--- src/pkg/chan_int_pkg.sv ---
package chan_int_pkg;

    // Number of line channels served by this block.
    localparam int NUM_CHANNELS = 3;

    // Register indices; the byte address is four times the index.
    localparam logic [7:0] ENABLE_IDX_CH0   = 8'h01;
    localparam logic [7:0] ENABLE_IDX_CH1   = 8'h09;
    localparam logic [7:0] ENABLE_IDX_CH2   = 8'h11;
    localparam logic [7:0] STATUS_IDX_CH0   = 8'h02;
    localparam logic [7:0] STATUS_IDX_CH1   = 8'h0A;
    localparam logic [7:0] STATUS_IDX_CH2   = 8'h12;
    localparam logic [7:0] BLK_MASK_IDX     = 8'h20;
    localparam logic [7:0] BLK_STATUS_IDX   = 8'h21;

    // Field positions inside the enable and change-status registers.
    localparam int FIELD_FIFO_LIMIT  = 3;
    localparam int FIELD_LOCK_LOST   = 2;
    localparam int FIELD_SIGNAL_LOST = 1;
    localparam int FIELD_DRIVE_MON   = 0;
    localparam int FIELD_WIDTH       = 4;

    // Reset values.
    localparam logic [3:0]  ENABLE_RESET    = 4'h0;
    localparam logic [3:0]  STATUS_RESET    = 4'h0;
    localparam logic [2:0]  BLK_RESET       = 3'h0;
    localparam logic [31:0] RDATA_RESET     = 32'h0000_0000;

    // Bus encodings.
    localparam logic [1:0] HTRANS_NONSEQ = 2'b10;
    localparam logic       HRESP_OKAY    = 1'b0;

    // One change event per monitored condition, bit order as in the registers.
    typedef struct packed {
        logic fifo_limit_alarm;
        logic receive_lock_lost;
        logic receive_signal_lost;
        logic drive_monitor_output;
    } condition_events_type;

    // Pending data phase of the bus slave.
    typedef enum logic [0:0] {
        PHASE_IDLE  = 1'b0,
        PHASE_WRITE = 1'b1
    } bus_phase_type;

    // Enable register index of a channel.
    function automatic logic [7:0] enable_idx(input int ch);
        unique case (ch)
            0: enable_idx = ENABLE_IDX_CH0;
            1: enable_idx = ENABLE_IDX_CH1;
            default: enable_idx = ENABLE_IDX_CH2;
        endcase
    endfunction

    // Change-status register index of a channel.
    function automatic logic [7:0] status_idx(input int ch);
        unique case (ch)
            0: status_idx = STATUS_IDX_CH0;
            1: status_idx = STATUS_IDX_CH1;
            default: status_idx = STATUS_IDX_CH2;
        endcase
    endfunction

endpackage

--- src/rtl/chan_event_latch.sv ---
`timescale 1ns/1ps

module chan_event_latch
    import chan_int_pkg::*;
(
    input  wire logic                 clk,
    input  wire logic                 nrst,
    input  wire condition_events_type events,
    input  wire logic                 read_clear,
    input  wire logic [3:0]           enable,
    output logic [3:0]                status,
    output logic                      irq
);

    logic [3:0] status_reg;
    logic [3:0] status_next;

    // RULE_07: latch and clear
    // A change arriving in the reading cycle survives, so no event is lost.
    always_comb begin
        status_next = (read_clear ? STATUS_RESET : status_reg) | events;
    end

    always_ff @(posedge clk or negedge nrst) begin
        if (!nrst) begin
            status_reg <= STATUS_RESET;
        end else begin
            status_reg <= status_next;
        end
    end

    assign status = status_reg;
    // RULE_08: request level
    assign irq = |(status_reg & enable);

    // RULE_02: fifo alarm interrupt
    fifo_limit_irq_a : assert property (@(posedge clk) disable iff (!nrst) // RULE_02
        events.fifo_limit_alarm && enable[FIELD_FIFO_LIMIT] |=> irq)
        else $error("fifo limit change did not raise the request");

    // RULE_03: lock loss interrupt
    lock_lost_irq_a : assert property (@(posedge clk) disable iff (!nrst) // RULE_03
        events.receive_lock_lost && enable[FIELD_LOCK_LOST] |=> irq)
        else $error("lock change did not raise the request");

    // RULE_04: signal loss interrupt
    signal_lost_irq_a : assert property (@(posedge clk) disable iff (!nrst) // RULE_04
        events.receive_signal_lost && enable[FIELD_SIGNAL_LOST] |=> irq)
        else $error("signal change did not raise the request");

    // RULE_05: drive monitor interrupt
    drive_mon_irq_a : assert property (@(posedge clk) disable iff (!nrst) // RULE_05
        events.drive_monitor_output && enable[FIELD_DRIVE_MON] |=> irq)
        else $error("drive monitor change did not raise the request");

    // RULE_07: cleared by read
    read_clears_a : assert property (@(posedge clk) disable iff (!nrst) // RULE_07
        read_clear && events == STATUS_RESET |=> status == STATUS_RESET)
        else $error("change status not cleared by read");

    // RULE_08: request holds
    irq_holds_a : assert property (@(posedge clk) disable iff (!nrst) // RULE_08
        irq && !read_clear |=> irq || enable != $past(enable))
        else $error("request dropped with latched change pending");

endmodule

--- src/rtl/chan_int_enable.sv ---
// Contract
// RULE_01: Channel enable registers sit at index 0x01, 0x09, 0x11, eight bits.
// RULE_02: Enable bit 3 set: any fifo limit alarm change raises an interrupt.
// RULE_03: Enable bit 2 set: any receive lock loss change raises an interrupt.
// RULE_04: Enable bit 1 set: any receive signal loss change raises an interrupt.
// RULE_05: Enable bit 0 set: any drive monitor output change raises an interrupt.
// RULE_06: Enable bits 3..0 read and write; one permits, zero suppresses; reset zero.
// RULE_07: Each condition keeps a change latch, cleared when status is read.
// RULE_08: Channel request stays high while any enabled latched change remains.
`timescale 1ns/1ps

module chan_int_enable
    import chan_int_pkg::*;
(
    input  wire logic                 clk,
    input  wire logic                 nrst,
    input  wire logic                 hsel,
    input  wire logic [31:0]          haddr,
    input  wire logic [1:0]           htrans,
    input  wire logic                 hwrite,
    input  wire logic [2:0]           hsize,
    input  wire logic [31:0]          hwdata,
    input  wire logic                 hready,
    output logic                      hreadyout,
    output logic [31:0]               hrdata,
    output logic                      hresp,
    input  wire condition_events_type chan_events [NUM_CHANNELS],
    output logic [NUM_CHANNELS-1:0]   chan_irq,
    output logic                      irq
);

    // Bus state.
    bus_phase_type           phase_reg;
    bus_phase_type           phase_next;
    logic [7:0]              wr_idx_reg;
    logic [7:0]              wr_idx_next;
    logic [31:0]             hrdata_reg;
    logic [31:0]             hrdata_next;

    // Register state.
    logic [3:0]              enable_reg [NUM_CHANNELS];
    logic [3:0]              enable_next [NUM_CHANNELS];
    logic [NUM_CHANNELS-1:0] blk_status_reg;
    logic [NUM_CHANNELS-1:0] blk_status_next;
    logic [NUM_CHANNELS-1:0] blk_mask_reg;
    logic [NUM_CHANNELS-1:0] blk_mask_next;

    // Decode helpers.
    logic                    addr_ok;
    logic                    rd_take;
    logic                    wr_take;
    logic [7:0]              addr_idx;
    logic                    wr_active;
    logic [NUM_CHANNELS-1:0] status_read;
    logic [3:0]              chan_status [NUM_CHANNELS];

    // Only whole aligned words inside the low map are decoded; size is not checked.
    assign addr_idx  = haddr[9:2];
    assign addr_ok   = (haddr[31:10] == 22'h00_0000) && (haddr[1:0] == 2'b00);
    assign rd_take   = hsel && hready && (htrans == HTRANS_NONSEQ) && !hwrite;
    assign wr_take   = hsel && hready && (htrans == HTRANS_NONSEQ) && hwrite && addr_ok;
    assign wr_active = (phase_reg == PHASE_WRITE);

    // A status read clears that channel's change latches on the address phase.
    always_comb begin
        for (int ch = 0; ch < NUM_CHANNELS; ch++) begin
            status_read[ch] = rd_take && addr_ok && (addr_idx == status_idx(ch));
        end
    end

    // Per-channel change latches and their gated requests.
    for (genvar g = 0; g < NUM_CHANNELS; g++) begin : g_chan
        chan_event_latch u_latch (
            .clk        (clk),
            .nrst       (nrst),
            .events     (chan_events[g]),
            .read_clear (status_read[g]),
            .enable     (enable_reg[g]),
            .status     (chan_status[g]),
            .irq        (chan_irq[g])
        );
    end

    // Bus phase tracking; the slave never stalls, so hreadyout is always high.
    always_comb begin
        phase_next  = phase_reg;
        wr_idx_next = wr_idx_reg;
        if (hready) begin
            phase_next  = wr_take ? PHASE_WRITE : PHASE_IDLE;
            wr_idx_next = wr_take ? addr_idx : wr_idx_reg;
        end
    end

    always_ff @(posedge clk or negedge nrst) begin
        if (!nrst) begin
            phase_reg  <= PHASE_IDLE;
            wr_idx_reg <= 8'h00;
        end else begin
            phase_reg  <= phase_next;
            wr_idx_reg <= wr_idx_next;
        end
    end

    // RULE_01: enable register decode
    // RULE_06: writable enable bits
    // Bits 7..4 of the written byte are dropped; they read back as zero.
    always_comb begin
        for (int ch = 0; ch < NUM_CHANNELS; ch++) begin
            enable_next[ch] = enable_reg[ch];
            if (wr_active && (wr_idx_reg == enable_idx(ch))) begin
                enable_next[ch] = hwdata[3:0];
            end
        end
    end

    always_ff @(posedge clk or negedge nrst) begin
        if (!nrst) begin
            for (int ch = 0; ch < NUM_CHANNELS; ch++) begin
                enable_reg[ch] <= ENABLE_RESET;
            end
        end else begin
            for (int ch = 0; ch < NUM_CHANNELS; ch++) begin
                enable_reg[ch] <= enable_next[ch];
            end
        end
    end

    // Block-level channel summary: sticky, write one to clear, and a new
    // request in the clearing cycle wins so an event is never dropped.
    always_comb begin
        blk_mask_next   = blk_mask_reg;
        blk_status_next = blk_status_reg;
        if (wr_active && (wr_idx_reg == BLK_MASK_IDX)) begin
            blk_mask_next = hwdata[NUM_CHANNELS-1:0];
        end
        if (wr_active && (wr_idx_reg == BLK_STATUS_IDX)) begin
            blk_status_next = blk_status_reg & ~hwdata[NUM_CHANNELS-1:0];
        end
        blk_status_next = blk_status_next | chan_irq;
    end

    always_ff @(posedge clk or negedge nrst) begin
        if (!nrst) begin
            blk_mask_reg   <= BLK_RESET;
            blk_status_reg <= BLK_RESET;
        end else begin
            blk_mask_reg   <= blk_mask_next;
            blk_status_reg <= blk_status_next;
        end
    end

    // Read data are built in the address phase and registered for the data
    // phase; the next enable and mask values are used so a read right behind a write to them sees it.
    always_comb begin
        hrdata_next = hrdata_reg;
        if (rd_take) begin
            hrdata_next = RDATA_RESET;
            if (addr_ok) begin
                for (int ch = 0; ch < NUM_CHANNELS; ch++) begin
                    // RULE_01: enable readback
                    if (addr_idx == enable_idx(ch)) begin
                        hrdata_next = {28'h000_0000, enable_next[ch]};
                    end
                    if (addr_idx == status_idx(ch)) begin
                        hrdata_next = {28'h000_0000, chan_status[ch]};
                    end
                end
                if (addr_idx == BLK_MASK_IDX) begin
                    hrdata_next = {29'h000_0000, blk_mask_next};
                end
                if (addr_idx == BLK_STATUS_IDX) begin
                    hrdata_next = {29'h000_0000, blk_status_reg};
                end
            end
        end
    end

    always_ff @(posedge clk or negedge nrst) begin
        if (!nrst) begin
            hrdata_reg <= RDATA_RESET;
        end else begin
            hrdata_reg <= hrdata_next;
        end
    end

    assign hrdata    = hrdata_reg;
    assign hreadyout = 1'b1;
    assign hresp     = HRESP_OKAY;
    assign irq       = |(blk_status_reg & blk_mask_reg);

    // RULE_01: channel 1 write
    enable_write_a : assert property (@(posedge clk) disable iff (!nrst) // RULE_01
        wr_active && wr_idx_reg == ENABLE_IDX_CH1
        |=> enable_reg[1] == $past(hwdata[3:0]))
        else $error("channel 1 enable not written at its index");

    // RULE_06: stable without write
    enable_stable_a : assert property (@(posedge clk) disable iff (!nrst) // RULE_06
        !wr_active |=> enable_reg[0] == $past(enable_reg[0]))
        else $error("enable bits changed without a write");

    // RULE_06: readback matches
    enable_readback_a : assert property (@(posedge clk) disable iff (!nrst) // RULE_06
        rd_take && addr_ok && addr_idx == ENABLE_IDX_CH2 && !wr_active
        |=> hrdata == {28'h000_0000, enable_reg[2]})
        else $error("enable readback wrong");

    // RULE_08: summary follows request
    summary_sets_a : assert property (@(posedge clk) disable iff (!nrst) // RULE_08
        chan_irq[0] |=> blk_status_reg[0])
        else $error("channel request not recorded in summary");

    // RULE_07: status read clears
    // The request is checked with the status in the cycle after the read, so a later event cannot mask a stale latch.
    status_clear_a : assert property (@(posedge clk) disable iff (!nrst) // RULE_07
        status_read[0] && chan_events[0] == STATUS_RESET
        |=> chan_status[0] == STATUS_RESET && !chan_irq[0])
        else $error("status read left change latches set");

    // RULE_07: read before clear
    // Software must see what was latched, not the value left after the clear.
    read_before_clear_a : assert property (@(posedge clk) disable iff (!nrst) // RULE_07
        status_read[1] |=> hrdata == {28'h000_0000, $past(chan_status[1])})
        else $error("status read did not return the latched changes");

    // RULE_01: channel 0 write
    enable_write0_a : assert property (@(posedge clk) disable iff (!nrst) // RULE_01
        wr_active && wr_idx_reg == ENABLE_IDX_CH0
        |=> enable_reg[0] == $past(hwdata[3:0]))
        else $error("channel 0 enable not written at its index");

    // RULE_01: channel 2 write
    enable_write2_a : assert property (@(posedge clk) disable iff (!nrst) // RULE_01
        wr_active && wr_idx_reg == ENABLE_IDX_CH2
        |=> enable_reg[2] == $past(hwdata[3:0]))
        else $error("channel 2 enable not written at its index");

    // RULE_06: other copies hold
    enable_hold_a : assert property (@(posedge clk) disable iff (!nrst) // RULE_06
        !wr_active
        |=> enable_reg[1] == $past(enable_reg[1]) && enable_reg[2] == $past(enable_reg[2]))
        else $error("channel 1 or 2 enable changed without a write");

    // RULE_06: unused bits zero
    // Only four enable bits exist, so the upper bits of the word never carry data.
    enable_unused_a : assert property (@(posedge clk) disable iff (!nrst) // RULE_06
        rd_take && addr_ok && addr_idx == ENABLE_IDX_CH0
        |=> hrdata[31:4] == 28'h000_0000)
        else $error("unused enable bits read as nonzero");

    // RULE_06: read data stand
    rdata_holds_a : assert property (@(posedge clk) disable iff (!nrst) // RULE_06
        !rd_take |=> hrdata == $past(hrdata))
        else $error("read data changed without a read");

endmodule

--- config.mk ---
export PLATFORM = sky130hd
export DESIGN_NAME = chan_int_enable
export DESIGN_NICKNAME = d
export VERILOG_FILES = /design/src/pkg/chan_int_pkg.sv /design/src/rtl/chan_event_latch.sv /design/src/rtl/chan_int_enable.sv
export SDC_FILE = /design/constraint.sdc
export NUM_CORES = 1
export LEC_CHECK = 0
export ABC_AREA = 1
export BUFFER_PORTS_ARGS = -buffer_cell sky130_fd_sc_hd__buf_2
export CORE_MARGIN = 4
export CORE_UTILIZATION = 48
export DETAILED_ROUTE_END_ITERATION = 16
export GPL_TIMING_DRIVEN = 0
export PLACE_DENSITY = 0.81
export SYNTH_ARGS = -nofsm -noshare
export SYNTH_HDL_FRONTEND = slang
export SYNTH_SLANG_ARGS = --single-unit
--- constraint.sdc ---
create_clock -name clk -period 1.75 [get_ports clk]
set_clock_uncertainty 0.05 [all_clocks]
set_input_delay 0.0875 -clock clk [delete_from_list [all_inputs] [get_ports clk]]
set_output_delay 0.0875 -clock clk [all_outputs]
set_load 0.01 [all_outputs]
==> results of run 1 <==
==> area by class of cell <==
cell class / count / area, sq um
flip-flops and latches: 43 / 1076
clock buffers: 6 / 82.58
inverters: 61 / 229.0
well taps: 72 / 90.09
multi-input cells: 251 / 1364
clock inverters: 2 / 35.03
plain buffers: 34 / 259.0
repair buffers: 86 / 553.0
fillers: 471 / 1852
==> worst reg2reg max path, cell delays in order (launching register included) <==
cell	delay, ns
dfrtp_1	0.42
inv_2	0.09
nand3_4	0.09
nor2_4	0.28
nand2_4	0.13
nand2_2	0.10
o21ai_2	0.06
or2_0	0.22
nand2_1	0.08
nand3_1	0.07
nand2_1	0.06
nand2_1	0.05
==> what timing repair did <==
action / 4_1_cts / 5_1_grt
resized for setup: 0 / 25
pin swaps: 1 / 19
endpoints found under the setup margin: 1 / 4
hold buffers: 15 / 0
endpoints found under the hold margin: 57 / 0
gates cloned: 0 / 0
buffers inserted: 0 / 9
==> cells by family (layout without fill, tap and decap cells) <==
family	count (synthesis)	count (layout)	synth area share, %
flip-flops	43	43	39.18
other	2	30	0.2735
AO/OA/AOI/OAI	42	42	10.52
buffers and inverters	95	189	17.77
AND/OR/NAND/NOR	179	179	32.26
==> power by group through the flow <==
stage | Combinational [uW] | Clock (uW) | Sequential (uW)
floorplan | 121 | 0 | 1010
global placement | 213 | 0 | 1010
detailed placement | 217 | 0 | 1010
CTS | 242 | 822 | 993
global route | 274 | 863 | 993
finish | 245 | 812 | 993
==> cells in the final DEF, fill, tap and decap left out, types with 2 or more instances in the layout <==
master,instances
nand4_4,2
nand3_1,26
o211ai_1,2
nor2_1,32
nor2_2,4
nand3_2,5
clkbuf_8,6
dlygate4sd3_1,15
o21ai_1,2
o21ai_0,8
o22ai_1,3
dfrtp_1,43
and2_1,7
nand4_1,6
inv_2,5
nand2_1,72
o21ai_2,10
buf_2,62
nor2_4,3
nor3_2,4
nand2_2,7
inv_1,56
buf_12,2
a21oi_1,3
conb_1,30
o21bai_1,12
nor3_1,2
nand2_4,3
buf_4,40
==> per-layer routing <==
layer | GRT usage (%) | vias to the layer above
met5 | 0 | -
met4 | 6.725 | 0
met2 | 34.92 | 116
li1 | - | 1310
met3 | 4.541 | 11
met1 | 23.63 | 1197
==> how the worst max path moves through the flow <==
| stage | to | slack [ns] |
|---|---|---|
| after floorplan | hrdata[1] | 0.27 |
| after global placement | hrdata[3] | 0.02 |
| after detailed placement | hrdata[3] | -0.02 |
| after CTS | hrdata[3] | 0.003 |
| after global routing | hrdata[3] | -0.15 |
| final | hrdata[1] | -0.03 |
==> metrics by stage <==
step	worst slack (ns)	cells	utilization (%)
finish	-0.02854	555	66.58
global placement	0.02142	523	58.69
CTS	0.003464	546	63.53
floorplan	0.2740	389	-
detailed placement	-0.02186	523	58.69
global route	-0.1483	555	66.58
==> results.ini, run 1 <==
[yosys]
yosys.area.top_type=dfrtp_1
yosysUniqueCellTypes=31
ys_seq_area_share_pct=39.18
synthCells=361
ys_top_cells_by_area=dfrtp_1 (39%), nand2_1 (11%), buf_4 (9.0%)
yosysTopAreaCellShare_pct=39.18
synth_flop_cell=dfrtp_1
synth_common_cells=nand2_1 (79), inv_1 (61), dfrtp_1 (43), buf_4 (33), nor2_1 (33)
synth_area_per_cell_sq_um=7.608
synthesis.area_sq_um=2746
async_flop_share_pct=100.0
yosysMostFrequentCell=nand2_1
ys_ff_latch=43
synth_edf_count=0
yosysWarnings=0

[timing]
drv_slew=0
fin_crit_sh_pct=101.6
setup_ws_ns=-0.02854
setup_tns_ns=-0.02854
tightestPinTransition_ns=0.9596
final_hold_viol_count=1
finalSetupViolations=1
maxSlewHeadroom_pct=36.03
hold_ws_ns=-0.0007843
fmax_ghz=0.5623
layout_min_cycle_time_ns=1.779
rsz0062_at_grt=yes

[global_routing]
gr-usage-all-layers_pct=19.81
grt_overflow=0
antenna_found_initial=0
grt_max_degree=44
grt_pass1_wl_microns=11430
grt_pass1_vias=2527

[clock_tree]
clock-root-buffer=clkbuf_8
h-tree-depth=2
cts_tree=built
cts_buffers=5
cts_buffer_depth=2
clk_latency_ns=0.30
clock-sinks=43
path_clk_slew_ns=0.09

[routing]
wire_per_inst_microns=12.47
drc_errors=0
wl_met3_microns=584
drt_iter0_drc=137
ant_nets=0
first_pass_iters=5
topRoutingLayerUsed=met4
wl_microns=6922
wl_met2_microns=3563
wl_met1_microns=2663
vias=2634
viasPerCell=4.746

[power]
pwr-share-seq_pct=48.4
p_leak_uw=0.002101
irDropWorstVdd_mv=0.5762
switching_power_uw=470.4
internal_power_uw=1579
power.total_uw=2050
power_density_nw_per_um2=555.6
sw_frac_of_total_pct=22.95
p_comb_share_pct=12.0
clkPwrFrac_pct=39.6

[setup_path]
setup.worst_path.end_class=register
cp_data_arrival_time_ns=1.93
slowest_stage=dfrtp_1
r2r_cells=11
worstPathCellList=inv_2 > nand3_4 > nor2_4 > nand2_4 > nand2_2 > o21ai_2 > or2_0 > nand2_1 > nand3_1 > nand2_1 > nand2_1
critPathLaunchType=register
critPathMaxFanout=7
cp.depth=11
path_common_cell=nand2_1
rr_startpoint=wr_idx_reg[1]
critPathRequiredTime_ns=1.90
crit_family=simple AND/OR/NAND/NOR gates
reg2reg_slack_ns=-0.03
worstSetupStartpoint=wr_idx_reg[1]
cp_num_buf_inv=1
reg2reg_to=hrdata[1]
slowest_delay_ns=0.42
crit_type=register to register

[final_layout]
diodes=0
layout-drive-gt1-share_pct=33.13
design_area_sq_um=3689
nNetsFinal=568
areaGrowthSynthToFinish_pct=34.31

[floorplan]
die_h_microns=83.64
fp.dieW_microns=83.64
fp.dieArea_sq_um=6996
initial_core_util_pct=49.57
core_sq_um=5540
core.rowCount=27
io_pins=124

[placement]
gp_congestion=0.9363
place_area_sq_um=3252
port_buffers=62
dp_hpwl_microns=5230

[hold_path]
hp-start=haddr[9]
hold_path.class=input port to register
holdPathEnd=wr_idx_reg[7]
min_path_cells=3

[status]
outcome=complete, but fails checks
violations=negative hold slack, negative setup slack

[flow_run]
maxCapViolCount=0

(Power assumes the default switching activity.)
==> inputs of run 2 (changes only) <==
--- a/config.mk
+++ b/config.mk
@@ -5,10 +5,9 @@
 export SDC_FILE = /design/constraint.sdc
 export NUM_CORES = 1
 export LEC_CHECK = 0
-export ABC_AREA = 1
 export BUFFER_PORTS_ARGS = -buffer_cell sky130_fd_sc_hd__buf_2
 export CORE_MARGIN = 4
-export CORE_UTILIZATION = 48
+export CORE_UTILIZATION = 46
 export DETAILED_ROUTE_END_ITERATION = 16
 export GPL_TIMING_DRIVEN = 0
 export PLACE_DENSITY = 0.81
==> results.ini, run 2 <==
[global_routing]
grt_max_degree=44  ; unchanged
grt_overflow=0  ; unchanged
grt_pass1_wl_microns=10090  ; -12%
grt_pass1_vias=2092  ; -17%
gr-usage-all-layers_pct=20.36  ; +0.55 points
antenna_found_initial=0  ; unchanged

[timing]
maxSlewHeadroom_pct=35.48  ; -0.55 points
drv_slew=0  ; unchanged
fmax_ghz=0.4281  ; -24%
setup_ws_ns=-0.5859  ; -0.5574 ns
final_hold_viol_count=0  ; -1
hold_ws_ns=0.003200  ; +0.003984 ns
tightestPinTransition_ns=0.9678  ; +0.008234 ns
fin_crit_sh_pct=133.5  ; +32 points
layout_min_cycle_time_ns=2.336  ; +0.5574 ns
rsz0062_at_grt=yes
finalSetupViolations=14  ; +13

[clock_tree]
path_clk_slew_ns=0.08  ; about the same
clock-sinks=43  ; unchanged
clock-root-buffer=clkbuf_8
cts_buffer_depth=2  ; unchanged
clk_latency_ns=0.30  ; about the same
cts_tree=built
cts_buffers=5  ; unchanged
h-tree-depth=2  ; unchanged

[floorplan]
io_pins=124  ; unchanged
core_sq_um=5140  ; -7.2%
fp.dieW_microns=80.92  ; -3.3%
core.rowCount=26  ; -3.7%
die_h_microns=80.92  ; -3.3%
initial_core_util_pct=47.59  ; -2.0 points
fp.dieArea_sq_um=6548  ; -6.4%

[routing]
vias=2162  ; -18%
first_pass_iters=4  ; -1
drc_errors=0  ; unchanged
wire_per_inst_microns=15.36  ; +23%
ant_nets=0  ; unchanged
wl_microns=6420  ; -7.3%
viasPerCell=5.172  ; +9.0%
drt_iter0_drc=146  ; +6.6%

[final_layout]
final_cell_mix=buf_2 (62), dfrtp_1 (43), buf_4 (40)
design_area_sq_um=3364  ; -8.8%
final_util_pct=65.46  ; -1.1 points
stdcell_count=418  ; -25%
layout-drive-gt1-share_pct=42.82  ; +9.7 points
final_common_cell=buf_2
nNetsFinal=434  ; -24%
diodes=0  ; unchanged
areaGrowthSynthToFinish_pct=37.54

[power]
p_leak_uw=0.001604  ; -24%
power_density_nw_per_um2=601.4  ; +8.2%
irDropWorstVdd_mv=0.4785  ; -17%
power.total_uw=2024  ; -1.3%

[setup_path]
cp_num_buf_inv=1  ; unchanged
setup.worst_path.end_class=register
slowest_delay_ns=0.59  ; +0.17 ns
cp_data_arrival_time_ns=2.48  ; +0.55 ns
worstPathCellList=or4b_4 > nor4_4 > buf_4 > mux2_4 > and2b_1 > a211oi_2 > o21ai_1
critPathRequiredTime_ns=1.89  ; about the same
critPathMaxFanout=3  ; -4
cp.depth=7  ; -4
critPathLaunchType=register
crit_family=simple AND/OR/NAND/NOR gates
r2r_cells=7  ; -4
crit_type=register to register
slowest_stage=or4b_4

[yosys]
synthesis.area_sq_um=2446  ; -11%
yosysWarnings=0  ; unchanged
yosysTopAreaCellShare_pct=43.99  ; +4.8 points
synthCells=227  ; -37%
ys_top_cells_by_area=dfrtp_1 (44%), buf_4 (10%), mux2_2 (9.7%)
yosysUniqueCellTypes=42  ; +35%
synth_area_per_cell_sq_um=10.78  ; +42%
yosys.area.top_type=dfrtp_1
async_flop_share_pct=100.0  ; unchanged
synth_common_cells=dfrtp_1 (43), buf_4 (33), mux2_2 (21), a21o_1 (16), nand2_1 (12)
ys_seq_area_share_pct=43.99  ; +4.8 points
synth_edf_count=0  ; unchanged
yosysMostFrequentCell=dfrtp_1
synth_flop_cell=dfrtp_1
ys_ff_latch=43  ; unchanged

[placement]
place_area_sq_um=2972  ; -8.6%
dp_hpwl_microns=4711  ; -9.9%
port_buffers=62  ; unchanged
dpl.cell_count=387  ; -26%
gp_congestion=0.8968  ; -4.2%

[status]
outcome=complete, but fails checks
violations=negative setup slack

[flow_run]
maxCapViolCount=0  ; unchanged

[hold_path]
hold_path.class=input port to register
min_path_cells=2  ; -1

run 2: kinds of logic after synthesis:
family                 after synthesis  synth area share, %
and+or+nand+nor                     73                18.16
muxes                               23                10.90
buffers and inverters               37                10.74
DFF                                 43                43.99
other                                2               0.3070
AOI/OAI and AO/OA                   49                15.91
run 2: what timing repair did:
action,4_1_cts,5_1_grt
endpoints found under the setup margin,21,34
resized for setup,9,6
setup buffers,7,4
hold endpoints to repair,55,0
hold buffers,13,0
pin swaps,5,5
run 2: routing by layer:
| layer | vias up | wire length [microns] | GRT usage (%) |
|---|---|---|---|
| li1 | 1030 | - | - |
| met1 | 1024 | 2611 | 25.52 |
| met2 | 99 | 3077 | 34.24 |
| met3 | 9 | 624 | 4.989 |
| met4 | 0 | 106 | 7.095 |
| met5 | - | 0 | 0 |
run 2: power by group:
part,total (uW),internal [uW],switching (uW),leakage [uW]
clock,764,419,345,0.0000513
sequential,1010,1000,4.63,0.000517
combinational,254,128,126,0.00104
total,2020,1550,476,0.00160
run 2: final timing paths:
path,from,to,slack (ns)
max reg2reg,wr_idx_reg[6],hrdata[3],-0.59
max in group asynchronous,nrst,enable_reg[6],0.61
max,wr_idx_reg[6],hrdata[3],-0.59
min in group asynchronous,nrst,blk_mask_reg[0],0.43
min reg2reg,hrdata[3],hrdata[3],0.45
min,haddr[8],wr_idx_reg[6],0.003
run 2: layout make-up:
| cell class | count | area, sq um |
|---|---|---|
| Sequential cell | 43 | 1076 |
| Fill cell | 405 | 1775 |
| Tap cell | 70 | 87.58 |
| Multi-Input combinational cell | 175 | 1297 |
| Clock inverter | 1 | 30.03 |
| Inverter | 2 | 7.507 |
| Clock buffer | 6 | 72.57 |
| Timing Repair Buffer | 86 | 538.0 |
| Buffer | 35 | 255.2 |
run 2: per-stage QoR:
step	setup WS [ns]	TNS, ns
3_5_place_dp	-0.6500	-9.223
3_3_place_gp	-0.6195	-8.483
5_1_grt	-0.6905	-4.872
6_report	-0.5859	-4.185
4_1_cts	-0.5514	-3.734
2_1_floorplan	-0.4222	-1.628
==> inputs of run 3 (changes only) <==
--- a/config.mk
+++ b/config.mk
@@ -10,6 +10,7 @@
 export CORE_UTILIZATION = 46
 export DETAILED_ROUTE_END_ITERATION = 16
 export GPL_TIMING_DRIVEN = 0
+export MAX_ROUTING_LAYER = met4
 export PLACE_DENSITY = 0.81
 export SYNTH_ARGS = -nofsm -noshare
 export SYNTH_HDL_FRONTEND = slang
==> results.ini, run 3 (synthesis results as in run 2) <==
[routing]
first_pass_iters=4  ; unchanged
vias=2142  ; -0.93%
drc_errors=0  ; unchanged
drt_iter0_drc=186  ; +27%
wl_microns=6405  ; -0.23%
viasPerCell=5.124  ; -0.93%
ant_nets=0  ; unchanged
wire_per_inst_microns=15.32  ; -0.23%

[floorplan]
initial_core_util_pct=47.59  ; unchanged
fp.dieArea_sq_um=6548  ; unchanged
core.rowCount=26  ; unchanged
core_sq_um=5140  ; unchanged
io_pins=124  ; unchanged
die_h_microns=80.92  ; unchanged
fp.dieW_microns=80.92  ; unchanged

[global_routing]
antenna_found_initial=0  ; unchanged
grt_pass1_wl_microns=10070  ; -0.13%
grt_overflow=0  ; unchanged
gr-usage-all-layers_pct=20.95  ; +0.59 points
grt_pass1_vias=2087  ; -0.24%
grt_max_degree=44  ; unchanged

[timing]
drv_slew=0  ; unchanged
maxSlewHeadroom_pct=34.72  ; -0.76 points
tightestPinTransition_ns=0.9792  ; +0.01138 ns
final_hold_viol_count=0  ; unchanged
fmax_ghz=0.4258  ; -0.53%
finalSetupViolations=14  ; unchanged
fin_crit_sh_pct=134.2  ; +0.71 points
setup_ws_ns=-0.5984  ; -0.01249 ns
layout_min_cycle_time_ns=2.348  ; +0.01249 ns
rsz0062_at_grt=yes

[setup_path]
setup.worst_path.end_class=register
rr_startpoint=wr_idx_reg[6]
critPathRequiredTime_ns=1.90  ; about the same
slowest_stage=or4b_4
worstPathCellList=or4b_4 > nor4_4 > buf_4 > mux2_4 > and2b_1 > a211oi_2 > o21ai_1
reg2reg_slack_ns=-0.60  ; about the same
reg2reg_to=hrdata[3]
r2r_cells=7  ; unchanged
slowest_delay_ns=0.59  ; about the same
critPathMaxFanout=3  ; unchanged
cp_data_arrival_time_ns=2.49  ; about the same
critPathLaunchType=register
worstSetupStartpoint=wr_idx_reg[6]
crit_type=register to register
endpoint=hrdata[3]

[hold_path]
hold_path.class=input port to register
min_path_cells=2  ; unchanged

[power]
p_leak_uw=0.001604  ; unchanged
irDropWorstVdd_mv=0.4792  ; +0.15%
power_density_nw_per_um2=603.2  ; +0.29%
power.total_uw=2029  ; +0.29%

[clock_tree]
h-tree-depth=2  ; unchanged
cts_tree=built
path_clk_slew_ns=0.09  ; about the same
clock-root-buffer=clkbuf_8
cts_buffers=5  ; unchanged
cts_buffer_depth=2  ; unchanged
clk_latency_ns=0.31  ; about the same
clock-sinks=43  ; unchanged

[final_layout]
areaGrowthSynthToFinish_pct=37.54  ; unchanged
nNetsFinal=434  ; unchanged
final_cell_mix=buf_2 (62), dfrtp_1 (43), buf_4 (40)
stdcell_count=418  ; unchanged
diodes=0  ; unchanged
final_common_cell=buf_2
layout-drive-gt1-share_pct=42.82  ; unchanged

[placement]
dpl.cell_count=387  ; unchanged
port_buffers=62  ; unchanged
preCtsSetupSlack_ns=-0.6500  ; unchanged
dp_hpwl_microns=4711  ; unchanged
gp_congestion=0.9121  ; +1.7%

[flow_run]
maxCapViolCount=0  ; unchanged

[status]
violations=negative setup slack
outcome=complete, but fails checks

-- run 3: cell counts in the layout (fill, tap and decap cells not counted) --
No cell type changed its count.
-- run 3: per-layer routing --
layer	part of all wire [%]	vias up	global-route usage (%)
met5	0	-	-
met4	1.6	0	7.095
met3	9.1	10	4.767
met2	48	92	34.24
met1	42	1010	25.66
li1	-	1030	-
-- run 3: worst max-delay path: cells and delay by family, from the launching register on --
kind            cells  cell delay (ns)
compound gates      2             0.29
buf+inv             1             0.18
mux                 1             0.29
flops               1             0.41
simple gates        3             1.02
-- run 3: through the flow --
stage / TNS [ns] / util (%) / cell area [sq um] / hold slack (ns)
6_report: -4.199 / 65.46 / 3364 / 0.001041
5_1_grt: -4.872 / 65.46 / 3364 / 0.02144
4_1_cts: -3.734 / 64.22 / 3301 / 0.002364
3_5_place_dp: -9.223 / 57.81 / 2972 / 0.2180
3_3_place_gp: -8.483 / 57.81 / 2972 / 0.2149
2_1_floorplan: -1.628 / - / 2574 / -0.2581
-- run 3: area by class of cell --
class / count / area (sq um)
Fill cell: 405 / 1775
Multi-Input combinational cell: 175 / 1297
Sequential cell: 43 / 1076
Timing Repair Buffer: 86 / 538.0
Buffer: 35 / 255.2
Tap cell: 70 / 87.58
Clock buffer: 6 / 72.57
Clock inverter: 1 / 30.03
Inverter: 2 / 7.507
-- run 3: what timing repair did --
action,in CTS,in global routing
endpoints found under the setup margin,21,34
hold buffers,13,0
setup buffers,7,4
resized for setup,9,6
endpoints found under the hold margin,55,0
pin swaps,5,5
-- run 3: worst min-delay path by stage --
| stage | startpoint | endpoint | slack, ns |
|---|---|---|---|
| global route | haddr[8] | wr_idx_reg[6] | 0.02 |
| CTS | haddr[8] | wr_idx_reg[6] | 0.002 |
| floorplan | nrst | blk_mask_reg[0] | -0.26 |
| detailed placement | chan_events[8] | g_chan[0].u_latch.status[0] | 0.22 |
| finish | haddr[8] | wr_idx_reg[6] | 0.001 |
| global placement | chan_events[6] | g_chan[1].u_latch.status[2] | 0.21 |
-- run 3: where the power goes --
part           switching (uW)  internal, uW
Combinational             127           128
Sequential               4.56          1000
Clock                     351           419
Total                     482          1550
